File: src/gpjn_map.svh
// Purpose: offsets, field positions and reset values of the port J to N block
// Assumes: a register index times four gives its APB byte address
// Notes: only the low ten bits of an index reach the address decoder
`ifndef GPJN_MAP_SVH
`define GPJN_MAP_SVH

// register indices, byte address is four times the index
`define GPJN_IDX_J_DATA       32'hffff_f070
`define GPJN_IDX_K_DATA       32'hffff_f071
`define GPJN_IDX_J_DIR        32'hffff_f074
`define GPJN_IDX_K_DIR        32'hffff_f075
`define GPJN_IDX_J_FUNC       32'hffff_f078
`define GPJN_IDX_K_FUNC       32'hffff_f079
`define GPJN_IDX_L_DATA       32'hffff_f0c0
`define GPJN_IDX_M_DATA       32'hffff_f0c1
`define GPJN_IDX_N_DATA       32'hffff_f0c2
`define GPJN_IDX_L_DIR        32'hffff_f0c4
`define GPJN_IDX_M_DIR        32'hffff_f0c5
`define GPJN_IDX_N_DIR        32'hffff_f0c6
`define GPJN_IDX_STOP_CTRL    32'hffff_f0f8

// reset values
`define GPJN_LATCH_FILL       1'b1
`define GPJN_DIR_FILL         1'b0
`define GPJN_FUNC_RESET       8'h00
`define GPJN_STOP_DRIVE_RESET 1'b0

// field positions
`define GPJN_STOP_DRIVE_BIT   0
`define GPJN_J_REQ2_BIT       0
`define GPJN_J_ACK2_BIT       1
`define GPJN_J_REQ3_BIT       2
`define GPJN_J_ACK3_BIT       3

// idle levels of routed signals
`define GPJN_DMA_IDLE         1'b1
`define GPJN_KEY_IDLE         8'hff

`endif

File: src/gpjn_pkg.sv
// Purpose: shared types of the port J to N block
// Assumes: nothing beyond the map header
// Notes: register selector decoded from the APB address
package gpjn_pkg;

    typedef logic [7:0] gpjn_byte_type;

    typedef enum {
        gpjn_sel_none,
        gpjn_sel_j_data,
        gpjn_sel_k_data,
        gpjn_sel_j_dir,
        gpjn_sel_k_dir,
        gpjn_sel_j_func,
        gpjn_sel_k_func,
        gpjn_sel_l_data,
        gpjn_sel_m_data,
        gpjn_sel_n_data,
        gpjn_sel_l_dir,
        gpjn_sel_m_dir,
        gpjn_sel_n_dir,
        gpjn_sel_stop_ctrl
    } gpjn_reg_sel_type;

endpackage

File: src/gpjn_port_slice.sv
// Purpose: one parallel port: output latch, direction register, pin drivers
// Assumes: pin inputs are synchronous to pclk
// Notes: pin drivers are registered, so they lag a register write by one cycle
`timescale 1ns/1ps
`include "gpjn_map.svh"

module gpjn_port_slice #(
    parameter int W = 8
) (
    input  wire logic         pclk,
    input  wire logic         presetn,
    input  wire logic         data_wr,
    input  wire logic         dir_wr,
    input  wire logic [W-1:0] wdata,
    input  wire logic [W-1:0] pin_in,
    input  wire logic [W-1:0] alt_sel,
    input  wire logic [W-1:0] alt_out,
    input  wire logic         stop_float,
    output logic      [W-1:0] rd_data,
    output logic      [W-1:0] dir,
    output logic      [W-1:0] pin_out,
    output logic      [W-1:0] pin_oe
);
    import gpjn_pkg::*;

    logic [W-1:0] latch;

    // output latch, written whatever the direction
    always_ff @(posedge pclk or negedge presetn) begin
        if (!presetn) begin
            latch <= {W{`GPJN_LATCH_FILL}};
        end else if (data_wr) begin
            latch <= wdata;
        end
    end

    // per-bit direction, 1 drives the pin
    always_ff @(posedge pclk or negedge presetn) begin
        if (!presetn) begin
            dir <= {W{`GPJN_DIR_FILL}};
        end else if (dir_wr) begin
            dir <= wdata;
        end
    end

    // pin drivers, alternate function replaces the latch
    always_ff @(posedge pclk or negedge presetn) begin
        if (!presetn) begin
            pin_out <= {W{`GPJN_LATCH_FILL}};
            pin_oe  <= {W{`GPJN_DIR_FILL}};
        end else begin
            pin_out <= (alt_sel & alt_out) | (~alt_sel & latch);
            pin_oe  <= stop_float ? {W{`GPJN_DIR_FILL}} : dir;
        end
    end

    // read back: pin for inputs, latch for outputs
    assign rd_data = (dir & latch) | (~dir & pin_in);
endmodule // gpjn_port_slice

File: src/gpjn_ports.sv
// What this block does
// - port J function bits route DMA signals
// - port F wins shared DMA signals
// - port K eight bits, per-bit direction
// - reset clears port K direction, function
// - port K function bit feeds key input
// - pull-up needs enable and wake setting
// - pull-up off while pins are ports
// - reset sets output latches to ones
// - port L eight bits, per-bit direction
// - reset clears port L direction
// - port M eight bits, per-bit direction
// - reset clears port M direction
// - port N direction register, reset cleared
//
// Purpose: general-purpose ports J, K, L, M and N behind an APB slave
// Assumes: pins and outside controls are synchronous to pclk
// Notes: every access takes one setup and one access cycle, no wait states
`timescale 1ns/1ps
`include "gpjn_map.svh"

module gpjn_ports #(
    parameter int ADDR_W = 12
) (
    input  wire logic                  pclk,
    input  wire logic                  presetn,
    input  wire logic                  psel,
    input  wire logic                  penable,
    input  wire logic                  pwrite,
    input  wire logic [ADDR_W-1:0]     paddr,
    input  wire logic [31:0]           pwdata,
    input  wire logic [3:0]            pstrb,
    output logic      [31:0]           prdata,
    output logic                       pready,
    output logic                       pslverr,
    input  wire logic [3:0]            port_j_pin_in,
    output logic      [3:0]            port_j_pin_out,
    output logic      [3:0]            port_j_pin_oe,
    input  wire gpjn_pkg::gpjn_byte_type port_k_pin_in,
    output gpjn_pkg::gpjn_byte_type    port_k_pin_out,
    output gpjn_pkg::gpjn_byte_type    port_k_pin_oe,
    input  wire gpjn_pkg::gpjn_byte_type port_l_pin_in,
    output gpjn_pkg::gpjn_byte_type    port_l_pin_out,
    output gpjn_pkg::gpjn_byte_type    port_l_pin_oe,
    input  wire gpjn_pkg::gpjn_byte_type port_m_pin_in,
    output gpjn_pkg::gpjn_byte_type    port_m_pin_out,
    output gpjn_pkg::gpjn_byte_type    port_m_pin_oe,
    input  wire gpjn_pkg::gpjn_byte_type port_n_pin_in,
    output gpjn_pkg::gpjn_byte_type    port_n_pin_out,
    output gpjn_pkg::gpjn_byte_type    port_n_pin_oe,
    input  wire logic                  stop_mode,
    input  wire logic [3:0]            port_f_dma_claim,
    input  wire logic                  dma_acknowledge_ch2_out,
    input  wire logic                  dma_acknowledge_ch3_out,
    output logic                       dma_request_ch2_in,
    output logic                       dma_request_ch3_in,
    input  wire gpjn_pkg::gpjn_byte_type wake_pullup_enable,
    input  wire gpjn_pkg::gpjn_byte_type wake_input_setting,
    output gpjn_pkg::gpjn_byte_type    wake_switch_input,
    output gpjn_pkg::gpjn_byte_type    port_k_pullup_on
);
    import gpjn_pkg::*;

    localparam logic [31:0] IDX_J_DATA = `GPJN_IDX_J_DATA;
    localparam logic [31:0] IDX_K_DATA = `GPJN_IDX_K_DATA;
    localparam logic [31:0] IDX_J_DIR  = `GPJN_IDX_J_DIR;
    localparam logic [31:0] IDX_K_DIR  = `GPJN_IDX_K_DIR;
    localparam logic [31:0] IDX_J_FUNC = `GPJN_IDX_J_FUNC;
    localparam logic [31:0] IDX_K_FUNC = `GPJN_IDX_K_FUNC;
    localparam logic [31:0] IDX_L_DATA = `GPJN_IDX_L_DATA;
    localparam logic [31:0] IDX_M_DATA = `GPJN_IDX_M_DATA;
    localparam logic [31:0] IDX_N_DATA = `GPJN_IDX_N_DATA;
    localparam logic [31:0] IDX_L_DIR  = `GPJN_IDX_L_DIR;
    localparam logic [31:0] IDX_M_DIR  = `GPJN_IDX_M_DIR;
    localparam logic [31:0] IDX_N_DIR  = `GPJN_IDX_N_DIR;
    localparam logic [31:0] IDX_STOP   = `GPJN_IDX_STOP_CTRL;

    gpjn_reg_sel_type sel;
    gpjn_byte_type    rd_mux;
    gpjn_byte_type    port_j_alt_function;
    gpjn_byte_type    port_k_alt_function;
    logic             stop_drive_enable;
    logic             stop_float;
    logic             wr;
    logic [3:0]       j_alt_sel;
    logic [3:0]       j_alt_out;
    logic [3:0]       j_rd;
    logic [3:0]       port_j_direction;
    gpjn_byte_type    k_rd;
    gpjn_byte_type    l_rd;
    gpjn_byte_type    m_rd;
    gpjn_byte_type    n_rd;
    gpjn_byte_type    port_k_direction;
    gpjn_byte_type    port_l_direction;
    gpjn_byte_type    port_m_direction;
    gpjn_byte_type    port_n_direction;

    // address decode on the word index
    always_comb begin
        unique case (paddr[ADDR_W-1:2])
            IDX_J_DATA[ADDR_W-3:0]: sel = gpjn_sel_j_data;
            IDX_K_DATA[ADDR_W-3:0]: sel = gpjn_sel_k_data;
            IDX_J_DIR[ADDR_W-3:0]:  sel = gpjn_sel_j_dir;
            IDX_K_DIR[ADDR_W-3:0]:  sel = gpjn_sel_k_dir;
            IDX_J_FUNC[ADDR_W-3:0]: sel = gpjn_sel_j_func;
            IDX_K_FUNC[ADDR_W-3:0]: sel = gpjn_sel_k_func;
            IDX_L_DATA[ADDR_W-3:0]: sel = gpjn_sel_l_data;
            IDX_M_DATA[ADDR_W-3:0]: sel = gpjn_sel_m_data;
            IDX_N_DATA[ADDR_W-3:0]: sel = gpjn_sel_n_data;
            IDX_L_DIR[ADDR_W-3:0]:  sel = gpjn_sel_l_dir;
            IDX_M_DIR[ADDR_W-3:0]:  sel = gpjn_sel_m_dir;
            IDX_N_DIR[ADDR_W-3:0]:  sel = gpjn_sel_n_dir;
            IDX_STOP[ADDR_W-3:0]:   sel = gpjn_sel_stop_ctrl;
            default:                sel = gpjn_sel_none;
        endcase
    end

    // read multiplexer, unused upper bits read zero
    always_comb begin
        unique case (sel)
            gpjn_sel_j_data:    rd_mux = {4'h0, j_rd};
            gpjn_sel_k_data:    rd_mux = k_rd;
            gpjn_sel_j_dir:     rd_mux = {4'h0, port_j_direction};
            gpjn_sel_k_dir:     rd_mux = port_k_direction;
            gpjn_sel_j_func:    rd_mux = port_j_alt_function;
            gpjn_sel_k_func:    rd_mux = port_k_alt_function;
            gpjn_sel_l_data:    rd_mux = l_rd;
            gpjn_sel_m_data:    rd_mux = m_rd;
            gpjn_sel_n_data:    rd_mux = n_rd;
            gpjn_sel_l_dir:     rd_mux = port_l_direction;
            gpjn_sel_m_dir:     rd_mux = port_m_direction;
            gpjn_sel_n_dir:     rd_mux = port_n_direction;
            gpjn_sel_stop_ctrl: rd_mux = {7'h00, stop_drive_enable};
            gpjn_sel_none:      rd_mux = 8'h00;
        endcase
    end

    // write strobe at the completing access edge, low lane only
    assign wr = psel && penable && pready && pwrite && pstrb[0] && (sel != gpjn_sel_none);

    // apb answer: ready in the first access cycle
    always_ff @(posedge pclk or negedge presetn) begin
        if (!presetn) begin
            pready  <= 1'b0;
            pslverr <= 1'b0;
            prdata  <= 32'h0000_0000;
        end else if (psel && !penable) begin
            pready  <= 1'b1;
            pslverr <= (sel == gpjn_sel_none);
            prdata  <= {24'h00_0000, rd_mux};
        end else begin
            pready  <= 1'b0;
            pslverr <= 1'b0;
        end
    end

    // function registers, port J keeps only four bits
    always_ff @(posedge pclk or negedge presetn) begin
        if (!presetn) begin
            port_j_alt_function <= `GPJN_FUNC_RESET;
            port_k_alt_function <= `GPJN_FUNC_RESET;
        end else if (wr && sel == gpjn_sel_j_func) begin
            port_j_alt_function <= {4'h0, pwdata[3:0]};
        end else if (wr && sel == gpjn_sel_k_func) begin
            port_k_alt_function <= pwdata[7:0];
        end
    end

    // stop drive control
    always_ff @(posedge pclk or negedge presetn) begin
        if (!presetn) begin
            stop_drive_enable <= `GPJN_STOP_DRIVE_RESET;
        end else if (wr && sel == gpjn_sel_stop_ctrl) begin
            stop_drive_enable <= pwdata[`GPJN_STOP_DRIVE_BIT];
        end
    end

    assign stop_float = stop_mode && !stop_drive_enable;

    // port J routing, port F claim takes the signal away
    assign j_alt_sel = port_j_alt_function[3:0] & ~port_f_dma_claim;
    assign j_alt_out = {dma_acknowledge_ch3_out, 1'b0, dma_acknowledge_ch2_out, 1'b0};

    // dma requests to the controller, idle when not routed here
    always_ff @(posedge pclk or negedge presetn) begin
        if (!presetn) begin
            dma_request_ch2_in <= `GPJN_DMA_IDLE;
            dma_request_ch3_in <= `GPJN_DMA_IDLE;
        end else begin
            dma_request_ch2_in <= j_alt_sel[`GPJN_J_REQ2_BIT] ?
                                  port_j_pin_in[`GPJN_J_REQ2_BIT] : `GPJN_DMA_IDLE;
            dma_request_ch3_in <= j_alt_sel[`GPJN_J_REQ3_BIT] ?
                                  port_j_pin_in[`GPJN_J_REQ3_BIT] : `GPJN_DMA_IDLE;
        end
    end

    // key inputs and pull-ups of port K
    always_ff @(posedge pclk or negedge presetn) begin
        if (!presetn) begin
            wake_switch_input <= `GPJN_KEY_IDLE;
            port_k_pullup_on  <= `GPJN_FUNC_RESET;
        end else begin
            wake_switch_input <= (port_k_alt_function & port_k_pin_in) |
                                 (~port_k_alt_function & `GPJN_KEY_IDLE);
            port_k_pullup_on  <= wake_pullup_enable & wake_input_setting &
                                 port_k_alt_function;
        end
    end

    // port slices
    gpjn_port_slice #(.W(4)) u_port_j (
        .pclk       (pclk),
        .presetn    (presetn),
        .data_wr    (wr && sel == gpjn_sel_j_data),
        .dir_wr     (wr && sel == gpjn_sel_j_dir),
        .wdata      (pwdata[3:0]),
        .pin_in     (port_j_pin_in),
        .alt_sel    (j_alt_sel),
        .alt_out    (j_alt_out),
        .stop_float (stop_float),
        .rd_data    (j_rd),
        .dir        (port_j_direction),
        .pin_out    (port_j_pin_out),
        .pin_oe     (port_j_pin_oe)
    );

    gpjn_port_slice #(.W(8)) u_port_k (
        .pclk       (pclk),
        .presetn    (presetn),
        .data_wr    (wr && sel == gpjn_sel_k_data),
        .dir_wr     (wr && sel == gpjn_sel_k_dir),
        .wdata      (pwdata[7:0]),
        .pin_in     (port_k_pin_in),
        .alt_sel    (8'h00),
        .alt_out    (8'h00),
        .stop_float (stop_float),
        .rd_data    (k_rd),
        .dir        (port_k_direction),
        .pin_out    (port_k_pin_out),
        .pin_oe     (port_k_pin_oe)
    );

    gpjn_port_slice #(.W(8)) u_port_l (
        .pclk       (pclk),
        .presetn    (presetn),
        .data_wr    (wr && sel == gpjn_sel_l_data),
        .dir_wr     (wr && sel == gpjn_sel_l_dir),
        .wdata      (pwdata[7:0]),
        .pin_in     (port_l_pin_in),
        .alt_sel    (8'h00),
        .alt_out    (8'h00),
        .stop_float (stop_float),
        .rd_data    (l_rd),
        .dir        (port_l_direction),
        .pin_out    (port_l_pin_out),
        .pin_oe     (port_l_pin_oe)
    );

    gpjn_port_slice #(.W(8)) u_port_m (
        .pclk       (pclk),
        .presetn    (presetn),
        .data_wr    (wr && sel == gpjn_sel_m_data),
        .dir_wr     (wr && sel == gpjn_sel_m_dir),
        .wdata      (pwdata[7:0]),
        .pin_in     (port_m_pin_in),
        .alt_sel    (8'h00),
        .alt_out    (8'h00),
        .stop_float (stop_float),
        .rd_data    (m_rd),
        .dir        (port_m_direction),
        .pin_out    (port_m_pin_out),
        .pin_oe     (port_m_pin_oe)
    );

    gpjn_port_slice #(.W(8)) u_port_n (
        .pclk       (pclk),
        .presetn    (presetn),
        .data_wr    (wr && sel == gpjn_sel_n_data),
        .dir_wr     (wr && sel == gpjn_sel_n_dir),
        .wdata      (pwdata[7:0]),
        .pin_in     (port_n_pin_in),
        .alt_sel    (8'h00),
        .alt_out    (8'h00),
        .stop_float (stop_float),
        .rd_data    (n_rd),
        .dir        (port_n_direction),
        .pin_out    (port_n_pin_out),
        .pin_oe     (port_n_pin_oe)
    );
endmodule // gpjn_ports

File: config.mk
export PLATFORM = sky130hd
export DESIGN_NAME = gpjn_ports
export DESIGN_NICKNAME = d
export VERILOG_FILES = /design/src/gpjn_pkg.sv /design/src/gpjn_port_slice.sv /design/src/gpjn_ports.sv
export VERILOG_INCLUDE_DIRS = /design/src
export SDC_FILE = /design/constraint.sdc
export NUM_CORES = 1
export LEC_CHECK = 0
export ABC_AREA = 1
export BUFFER_PORTS_ARGS = -buffer_cell sky130_fd_sc_hd__buf_4
export CAP_MARGIN = 20
export CORE_ASPECT_RATIO = 0.8
export CORE_MARGIN = 2
export CORE_UTILIZATION = 43
export CTS_CLUSTER_DIAMETER = 50
export DETAILED_ROUTE_END_ITERATION = 8
export PLACE_DENSITY = 0.67
export REMOVE_ABC_BUFFERS = 1
export SYNTH_ARGS = -nofsm -noshare
export SYNTH_HDL_FRONTEND = slang
export SYNTH_HIERARCHICAL = 1
export SYNTH_SLANG_ARGS = --single-unit
File: constraint.sdc
create_clock -name pclk -period 2.02 [get_ports pclk]
set_input_delay 0.101 -clock pclk [delete_from_list [all_inputs] [get_ports pclk]]
set_output_delay 0.101 -clock pclk [all_outputs]
set_load 0.005 [all_outputs]
After elaboration in Yosys (flattened, before gate mapping)
Cells that the tools add are included.

cells by class
  equality and inequality tests = 39
  multiplexer cells = 11
  bitwise gates (word level) = 32
  reductions and logical operators = 26

operator list
  cell                   number
  $eq A32 B4 Y1 const B  10
  $eq A32 B3 Y1 const B  6
  $eq A32 B5 Y1 const B  6
  $pmux W8 S14           1
  $eq A32 B2 Y1 const B  3
  $and A8 B8 Y8          11
  $eq A10 B8 Y1 const B  7
  $logic_not A32 Y1      2
  $eq A10 B7 Y1 const B  6
  $pmux W4 S13           1
  $not A8 Y8             5
  $or A8 B8 Y8           5
  $eq A32 B1 Y1 const B  1
  $mux W8                4
  $reduce_bool A32 Y1    1
  $and A4 B4 Y4          5
  $logic_and A1 B1 Y1    20
  $not A4 Y4             3
  $or A4 B4 Y4           2
  $mux W1                4
  $mux W4                1
  $logic_not A1 Y1       2
  $reduce_and A2 Y1      1
  $not A1 Y1             1

storage, ports and cells
  register bits after elaboration = 185
  bits of input ports = 112
  word-level logic and storage cells = 138

Logic depth before layout (Yosys ltp)
Gate-level depths: netlist (run 1).

  depth after elaboration = 8
  mapped depth = 15

Hierarchy
Netlist (run 1), hierarchy kept.

by module, submodules not included
  module                           instances  cells an instance  area each (um^2)  seq. area each (um^2)
  gpjn_port_slice at u_port_k ...  4          157                1321.3            820.8
  gpjn_ports                       1          448                2915.3            1038.5
  gpjn_port_slice at u_port_j      1          78                 643.1             410.4

Worst setup path before layout (run 1)
Ideal clock, no wire load.

  kind = register -> register
  from = register pready
  to = register u_port_k.dir[7]
  arrival time = 1.494 ns
  required time = 1.903 ns
  setup slack = 0.409 ns
  stages on the path, launching flop included = 12
  path buffers = 3
  clock period less this slack = 1.611 ns
  cell sequence = dfrtp_1 -> inv_1 -> nor2_1 -> and3_1 -> buf_2 -> clkbuf_1 -> inv_1 -> nor2_1 -> buf_6 -> inv_8 -> nand2_1 -> nand2_1

between the ends
  word-level cells in the longest chain between the ends = 5

ends and longest elaborated chain
  item                              line                   RTL
  start, declared                   gpjn_ports.sv:34       output logic pready,
  start signal, assigned            gpjn_ports.sv:144      pready <= 1'b0;
  start signal, assigned            gpjn_ports.sv:148      pready <= 1'b1;
  start signal, assigned            gpjn_ports.sv:152      pready <= 1'b0;
  $logic_and A1 B1 Y1 (4 in a row)  gpjn_ports.sv:139      assign wr = psel && penable && pready && pwrite && pstrb[0] && (sel != gpjn_sel_none);
  $logic_and A1 B1 Y1               gpjn_ports.sv:231      .dir_wr (wr && sel == gpjn_sel_k_dir),
  end signal, assigned              gpjn_port_slice.sv:40  dir <= {W{`GPJN_DIR_FILL}};
  end signal, assigned              gpjn_port_slice.sv:42  dir <= wdata;
  end, declared                     gpjn_port_slice.sv:20  output logic [W-1:0] dir,

No other way between the ends.
A chain may end at the register's enable or synchronous reset.

Worst setup path after layout (run 1)
  from = register port_j_alt_function[3]
  to = register u_port_j.pin_out[3]

between the ends
  word-level cells in the longest chain between the ends = 4
  elaborated cells between the ends (all ways) = 5
  classes of those cells = bitwise: 5

ends and longest elaborated chain
  item                    line                   RTL
  start, declared         gpjn_ports.sv:80       gpjn_byte_type port_j_alt_function;
  start signal, assigned  gpjn_ports.sv:160      port_j_alt_function <= `GPJN_FUNC_RESET;
  start signal, assigned  gpjn_ports.sv:163      port_j_alt_function <= {4'h0, pwdata[3:0]};
  $and A4 B4 Y4 (*)       gpjn_ports.sv:181      assign j_alt_sel = port_j_alt_function[3:0] & ~port_f_dma_claim;
  net j_alt_sel[3]        gpjn_ports.sv:85       logic [3:0] j_alt_sel;
  $not A4 Y4              gpjn_port_slice.sv:52  pin_out <= (alt_sel & alt_out) | (~alt_sel & latch);
  $and A4 B4 Y4           gpjn_port_slice.sv:52
  $or A4 B4 Y4 (*)        gpjn_port_slice.sv:52
  end signal, assigned    gpjn_port_slice.sv:49  pin_out <= {W{`GPJN_LATCH_FILL}};
  end signal, assigned    gpjn_port_slice.sv:52
  end, declared           gpjn_port_slice.sv:21  output logic [W-1:0] pin_out,

The timed path passes the listed nets; every way through them passes the cells marked *.

==> results of run 1 <==
[cell type report]
cell class / instances / area [um2]
clock buffers: 19 / 464
clock inverters: 13 / 131
fillers: 1829 / 8000
inverters: 134 / 563
multi-input cells: 913 / 3670
flip-flops and latches: 185 / 4730
well taps: 264 / 330
repair buffers: 258 / 2080
[worst paths after layout]
kind / startpoint / to / slack [ns] / depth (start not counted)
setup / recovery: port_j_alt_function[3]$_DFFE_PN0P_ / u_port_j/pin_out[3]$_DFF_PN1_ / 0.1 / 6
max in group asynchronous: presetn / u_port_k/pin_out[6]$_DFF_PN1_ / 1.16 / 3
hold / removal: penable / pready$_DFF_PN0_ / 0.01 / 3
setup reg to reg: port_j_alt_function[3]$_DFFE_PN0P_ / u_port_j/pin_out[3]$_DFF_PN1_ / 0.1 / 6
min in group asynchronous: presetn / u_port_n/pin_oe[4]$_DFF_PN0_ / 0.15 / 2
hold reg to reg: u_port_k/latch[6]$_DFFE_PN1P_ / u_port_k/latch[6]$_DFFE_PN1P_ / 0.47 / 2
[kinds of logic after synthesis]
| logic type | after synthesis | share of synthesized area (%) |
|---|---|---|
| AND/OR/NAND/NOR | 776 | 35.4 |
| AO/OA/AOI/OAI | 15 | 0.891 |
| flip-flops | 185 | 53.5 |
| other | 1 | 0.0424 |
| buffers and inverters | 177 | 10.2 |
[what timing repair did]
| action | 4_1_cts | 5_1_grt |
|---|---|---|
| endpoints found under the hold margin | 170 | 0 |
| resized for setup | 0 | 1 |
| hold buffers | 45 | 0 |
| setup endpoints to repair | 0 | 1 |
[routing by layer]
layer / GRT usage [%] / up-vias / wire [um]
met3: 6.20 / 24 / 2180
met1: 34.6 / 3680 / 11600
li1: - / 4028 / -
met4: 5.75 / 0 / 356
met2: 35.4 / 298 / 10900
met5: 0 / - / 0
[placed cells by master (no fill, tap or decap), drive strengths merged, types with 4 or more instances in the layout]
master	netlist	routed
nand4	20	20
nand3	42	42
dlygate4sd3	0	45
inv	133	139
dfrtp	103	103
o21ai	11	11
conb	1	122
dfstp	82	82
nor2	115	115
nand2	584	584
clkbuf	1	19
or2	6	6
buf	42	213
clkinv	1	4
and3	5	5
[worst reg2reg max path: cells and delay by family (launching register included)]
kind	cells	cell delay, ns
buf+inv	3	1.22
simple gates	3	0.25
flops	1	0.39
[power breakdown]
part / switching (mW) / internal [mW]
registers: 0.0111 / 3.77
clock network: 1.55 / 1.84
logic: 0.338 / 0.263
==> impl_metrics.csv, run 1 <==
group,metric,value,unit
detailed_routing,vias,8030,
critical_path,cp_data_arrival_time,2.30,ns
critical_path,cp_cell_sequence,"inv_1 > nor2_2 > nand2_1 > dlygate4sd3_1 > nand2_1 > dlygate4sd3_1",
place,dp.cells,1709,
logic_synthesis,ys_seq_area_share,53.5,%
floorplan,rows,46,
timing,setup_viol,0,
run_status,outcome,"finished clean",
place,pre_cts_slack,0.144,ns
cells_and_area,diodes,0,
cts,cts.path.max_buffers,2,
critical_path,slowest_delay,0.55,ns
cts,cts_sinks,185,
cts,cts_tree,"done",
cts,cts-root-buf,"clkbuf_16",
detailed_routing,drt_iter0_markers,667,
logic_synthesis,netlist_top_cells_count,"nand2_1, inv_1, nor2_1",
timing,tns,0,ns
detailed_routing,antenna_left,0,
critical_path,start_kind,"flop",
global_routing,first_global_vias,7486,
cells_and_area,stdcell_area,12000,um2
cts,htreeDepth,4,
place,hpwl,18400,um
logic_synthesis,synth_most_common_cell,"nand2_1",
power_and_ir_drop,powerDensity,649,nW/um2
logic_synthesis,avgSynthCellArea,7.66,um2
critical_path,slowest_stage,"dlygate4sd3_1",
cells_and_area,final_core_utilization,59.9,%
logic_synthesis,synth_top_area_share,29.1,%
critical_path,crit_type,"reg -> reg",
global_routing,grt_overflow,0,
cells_and_area,nets,1621,
critical_path,crit_buf_inv,3,
job,max-cap-violations,0,
cells_and_area,final_cells,1786,
floorplan,die_h,132,um
power_and_ir_drop,ir_drop,0.418,mV
place,gp_congestion,0.922,
detailed_routing,routed_wl,25000,um
power_and_ir_drop,total_power,7.77,mW
detailed_routing,drt_first_pass_iters,6,
floorplan,start_util,44.3,%
critical_path,path_delay_family,"buffers and inverters",
global_routing,grt_pass1_wl,39600,um
floorplan,die_w,164,um
logic_synthesis,synth_edf_count,0,
global_routing,gr-usage-all-layers,23.8,%
logic_synthesis,yosysWarningCount,6,
timing,hold_ws,0.0149,ns
logic_synthesis,ys_types,27,
timing,setup_slack,0.0979,ns
cells_and_area,area_growth_syn_to_layout,35.4,%
critical_path,end_kind,"flop",
global_routing,grt_max_degree,52,
power_and_ir_drop,p_leak,6.40,nW
critical_path,cp.required,2.40,ns
timing,drv_slew,0,
detailed_routing,wl_per_cell,14.0,um
logic_synthesis,async_flop_share,100,%
logic_synthesis,syn_area,8840,um2
place,port_buffers,182,
floorplan,ios,236,
detailed_routing,drc_errors,0,
floorplan,die_area,21700,um2
place,place_area,10900,um2
hold_path,hold_class,"in -> reg",
logic_synthesis,synth_ff_type,"dfrtp_1",
cts,clk_latency,0.44,ns
timing,finalCritPeriodShare,95.2,%
timing,finalClockSkew,0.0100,ns
global_routing,antenna_found_initial,0,
logic_synthesis,ys_ff_latch,185,
timing,finalHoldViolations,0,
timing,fmax,520,MHz
cts,numCtsBuffers,17,
timing,rsz0062_at_grt,"no",
floorplan,coreArea,20000,um2
critical_path,cp_max_fo,2,
logic_synthesis,yosys.area.top_type,"dfrtp_1",
cells_and_area,drive_gt1_share,24.6,%
timing,finalCriticalPeriod,1.92,ns
detailed_routing,via_per_inst,4.50,
logic_synthesis,synth_cells,1154,
cts,path_clk_slew,0.07,ns
cts,cts_setup_buffers,0,
logic_synthesis,yosys-top-cells-area,"dfrtp_1, nand2_1, dfstp_2",
Power figures use the tool's default switching activity.
==> run 2, diff against run 1 <==
PLACE_DENSITY = 0.64   (was 0.67)
==> run 2 against run 1 <==
  * Worst hold slack better by 0.0073 ns
  * Combinational power rose by 0.7%
  * Global-route usage about the same
  * Final cell count about the same
==> impl_metrics.csv, run 2 (synthesis gave the netlist of run 1 again) <==
group,metric,value,unit
run_status,outcome,"finished clean",
timing,setup_viol,0,
cts,path_clk_slew,0.07,ns
cts,htreeDepth,4,
critical_path,cp_max_fo,2,
job,max-cap-violations,0,
critical_path,start_kind,"flop",
cts,cts_hold_buffers,45,
power_and_ir_drop,powerDensity,648,nW/um2
critical_path,cp_data_arrival_time,2.25,ns
detailed_routing,routed_wl,24900,um
cells_and_area,drive_gt1_share,24.6,%
cells_and_area,final_core_utilization,60.0,%
power_and_ir_drop,p_leak,6.41,nW
timing,finalClockSkew,0.0120,ns
timing,max_slew_margin,59.4,%
global_routing,first_global_vias,7475,
hold_path,holdPathStages,3,
detailed_routing,antenna_left,0,
cells_and_area,nets,1622,
global_routing,antenna_found_initial,0,
timing,finalCriticalPeriod,1.87,ns
place,dp.cells,1710,
cts,cts-root-buf,"clkbuf_16",
timing,rsz0062_at_grt,"no",
detailed_routing,vias,8007,
floorplan,die_w,164,um
global_routing,gr-usage-all-layers,23.8,%
critical_path,crit_type,"reg -> reg",
cts,numCtsBuffers,17,
detailed_routing,drc_errors,0,
timing,tns,0,ns
floorplan,ios,236,
floorplan,start_util,44.3,%
critical_path,crit_cells,6,
detailed_routing,wl_per_cell,14.0,um
global_routing,grt_pass1_wl,39600,um
critical_path,r2r_cells,6,
cells_and_area,stdcell_area,12000,um2
cts,cts_sinks,185,
critical_path,slowest_delay,0.56,ns
detailed_routing,drt_first_pass_iters,5,
cts,cts_resized,0,
floorplan,die_h,132,um
timing,finalHoldViolations,0,
power_and_ir_drop,ir_drop,0.432,mV
place,place_area,10900,um2
timing,fmax,535,MHz
floorplan,die_area,21700,um2
detailed_routing,via_per_inst,4.48,
critical_path,crit_buf_inv,3,
critical_path,cp.required,2.40,ns
cells_and_area,fillers,1806,
global_routing,grt_overflow,0,
critical_path,slowest_stage,"dlygate4sd3_1",
cts,cts_setup_buffers,0,
cells_and_area,diodes,0,
global_routing,grt_max_degree,66,
critical_path,cp_cell_sequence,"inv_1 > nor2_1 > nand2_1 > dlygate4sd3_1 > nand2_1 > dlygate4sd3_1",
place,gp_congestion,0.905,
place,hpwl,18500,um
detailed_routing,drt_iter0_markers,571,
timing,drv_slew,0,
cells_and_area,final_cells,1787,
critical_path,end_kind,"flop",
cts,cts_tree,"done",
cells_and_area,layout_commonest_cell,"nand2_1",
cts,clk_latency,0.44,ns
critical_path,path_delay_family,"buffers and inverters",
floorplan,rows,46,
cells_and_area,layout_common_cells,"nand2_1, buf_4, conb_1",
place,port_buffers,182,
cells_and_area,area_growth_syn_to_layout,35.5,%
timing,worstMarginPinSlew,0.609,ns
hold_path,hold_class,"in -> reg",
cts,cts.path.max_buffers,2,
floorplan,coreArea,20000,um2
timing,finalCritPeriodShare,92.5,%
==> run 2: tightest hold or removal path, delay by kind of cell <==
kind                   cells  cell delay [ns]
buffers and inverters      2             0.25
and+or+nand+nor            1             0.03
==> run 2: area by class of cell <==
type / instances / area (um2) / share of cell area (%)
Tap cell: 264 / 330 / 2.76
Timing Repair Buffer: 259 / 2090 / 17.4
Clock inverter: 14 / 161 / 1.35
Inverter: 134 / 563 / 4.70
Multi-Input combinational cell: 913 / 3670 / 30.6
Sequential cell: 185 / 4730 / 39.5
Clock buffer: 18 / 439 / 3.67
==> run 2: report_power, final <==
| group | internal [mW] | switching [mW] | total, mW | leakage [nW] |
|---|---|---|---|---|
| Clock | 1.79 | 1.59 | 3.38 | 0.286 |
| Sequential | 3.77 | 0.0102 | 3.78 | 2.29 |
| Combinational | 0.265 | 0.340 | 0.605 | 3.83 |
| Total | 5.82 | 1.94 | 7.76 | 6.41 |
==> run 2: final timing paths <==
path	start	endpoint	slack, ns
worst min register to register	u_port_l/latch[3]$_DFFE_PN1P_	u_port_l/pin_out[3]$_DFF_PN1_	0.47
min in group asynchronous	presetn	u_port_n/pin_oe[4]$_DFF_PN0_	0.22
worst max register to register	port_j_alt_function[3]$_DFFE_PN0P_	u_port_j/pin_out[3]$_DFF_PN1_	0.15
max in group asynchronous	presetn	wake_switch_input[4]$_DFF_PN1_	1.03
worst min-delay path	penable	pready$_DFF_PN0_	0.02
worst max-delay path	port_j_alt_function[3]$_DFFE_PN0P_	u_port_j/pin_out[3]$_DFF_PN1_	0.15
==> run 2: per-layer routing <==
metal	vias up	part of all wire, %	GRT usage (%)
li1	4029	-	-
met1	3695	48	35.0
met2	259	44	35.1
met3	24	7.5	5.60
met4	0	1.2	6.34
met5	-	0	0
==> run 2: metrics by stage <==
step,hold WS [ns],power [mW],worst slack [ns]
after floorplan,-0.195,4.01,-0.212
after global placement,0.135,4.39,0.120
after detailed placement,0.141,4.39,0.0770
after CTS,0.00910,7.82,0.180
after global routing,0.0262,8.08,0.0884
final,0.0222,7.76,0.152
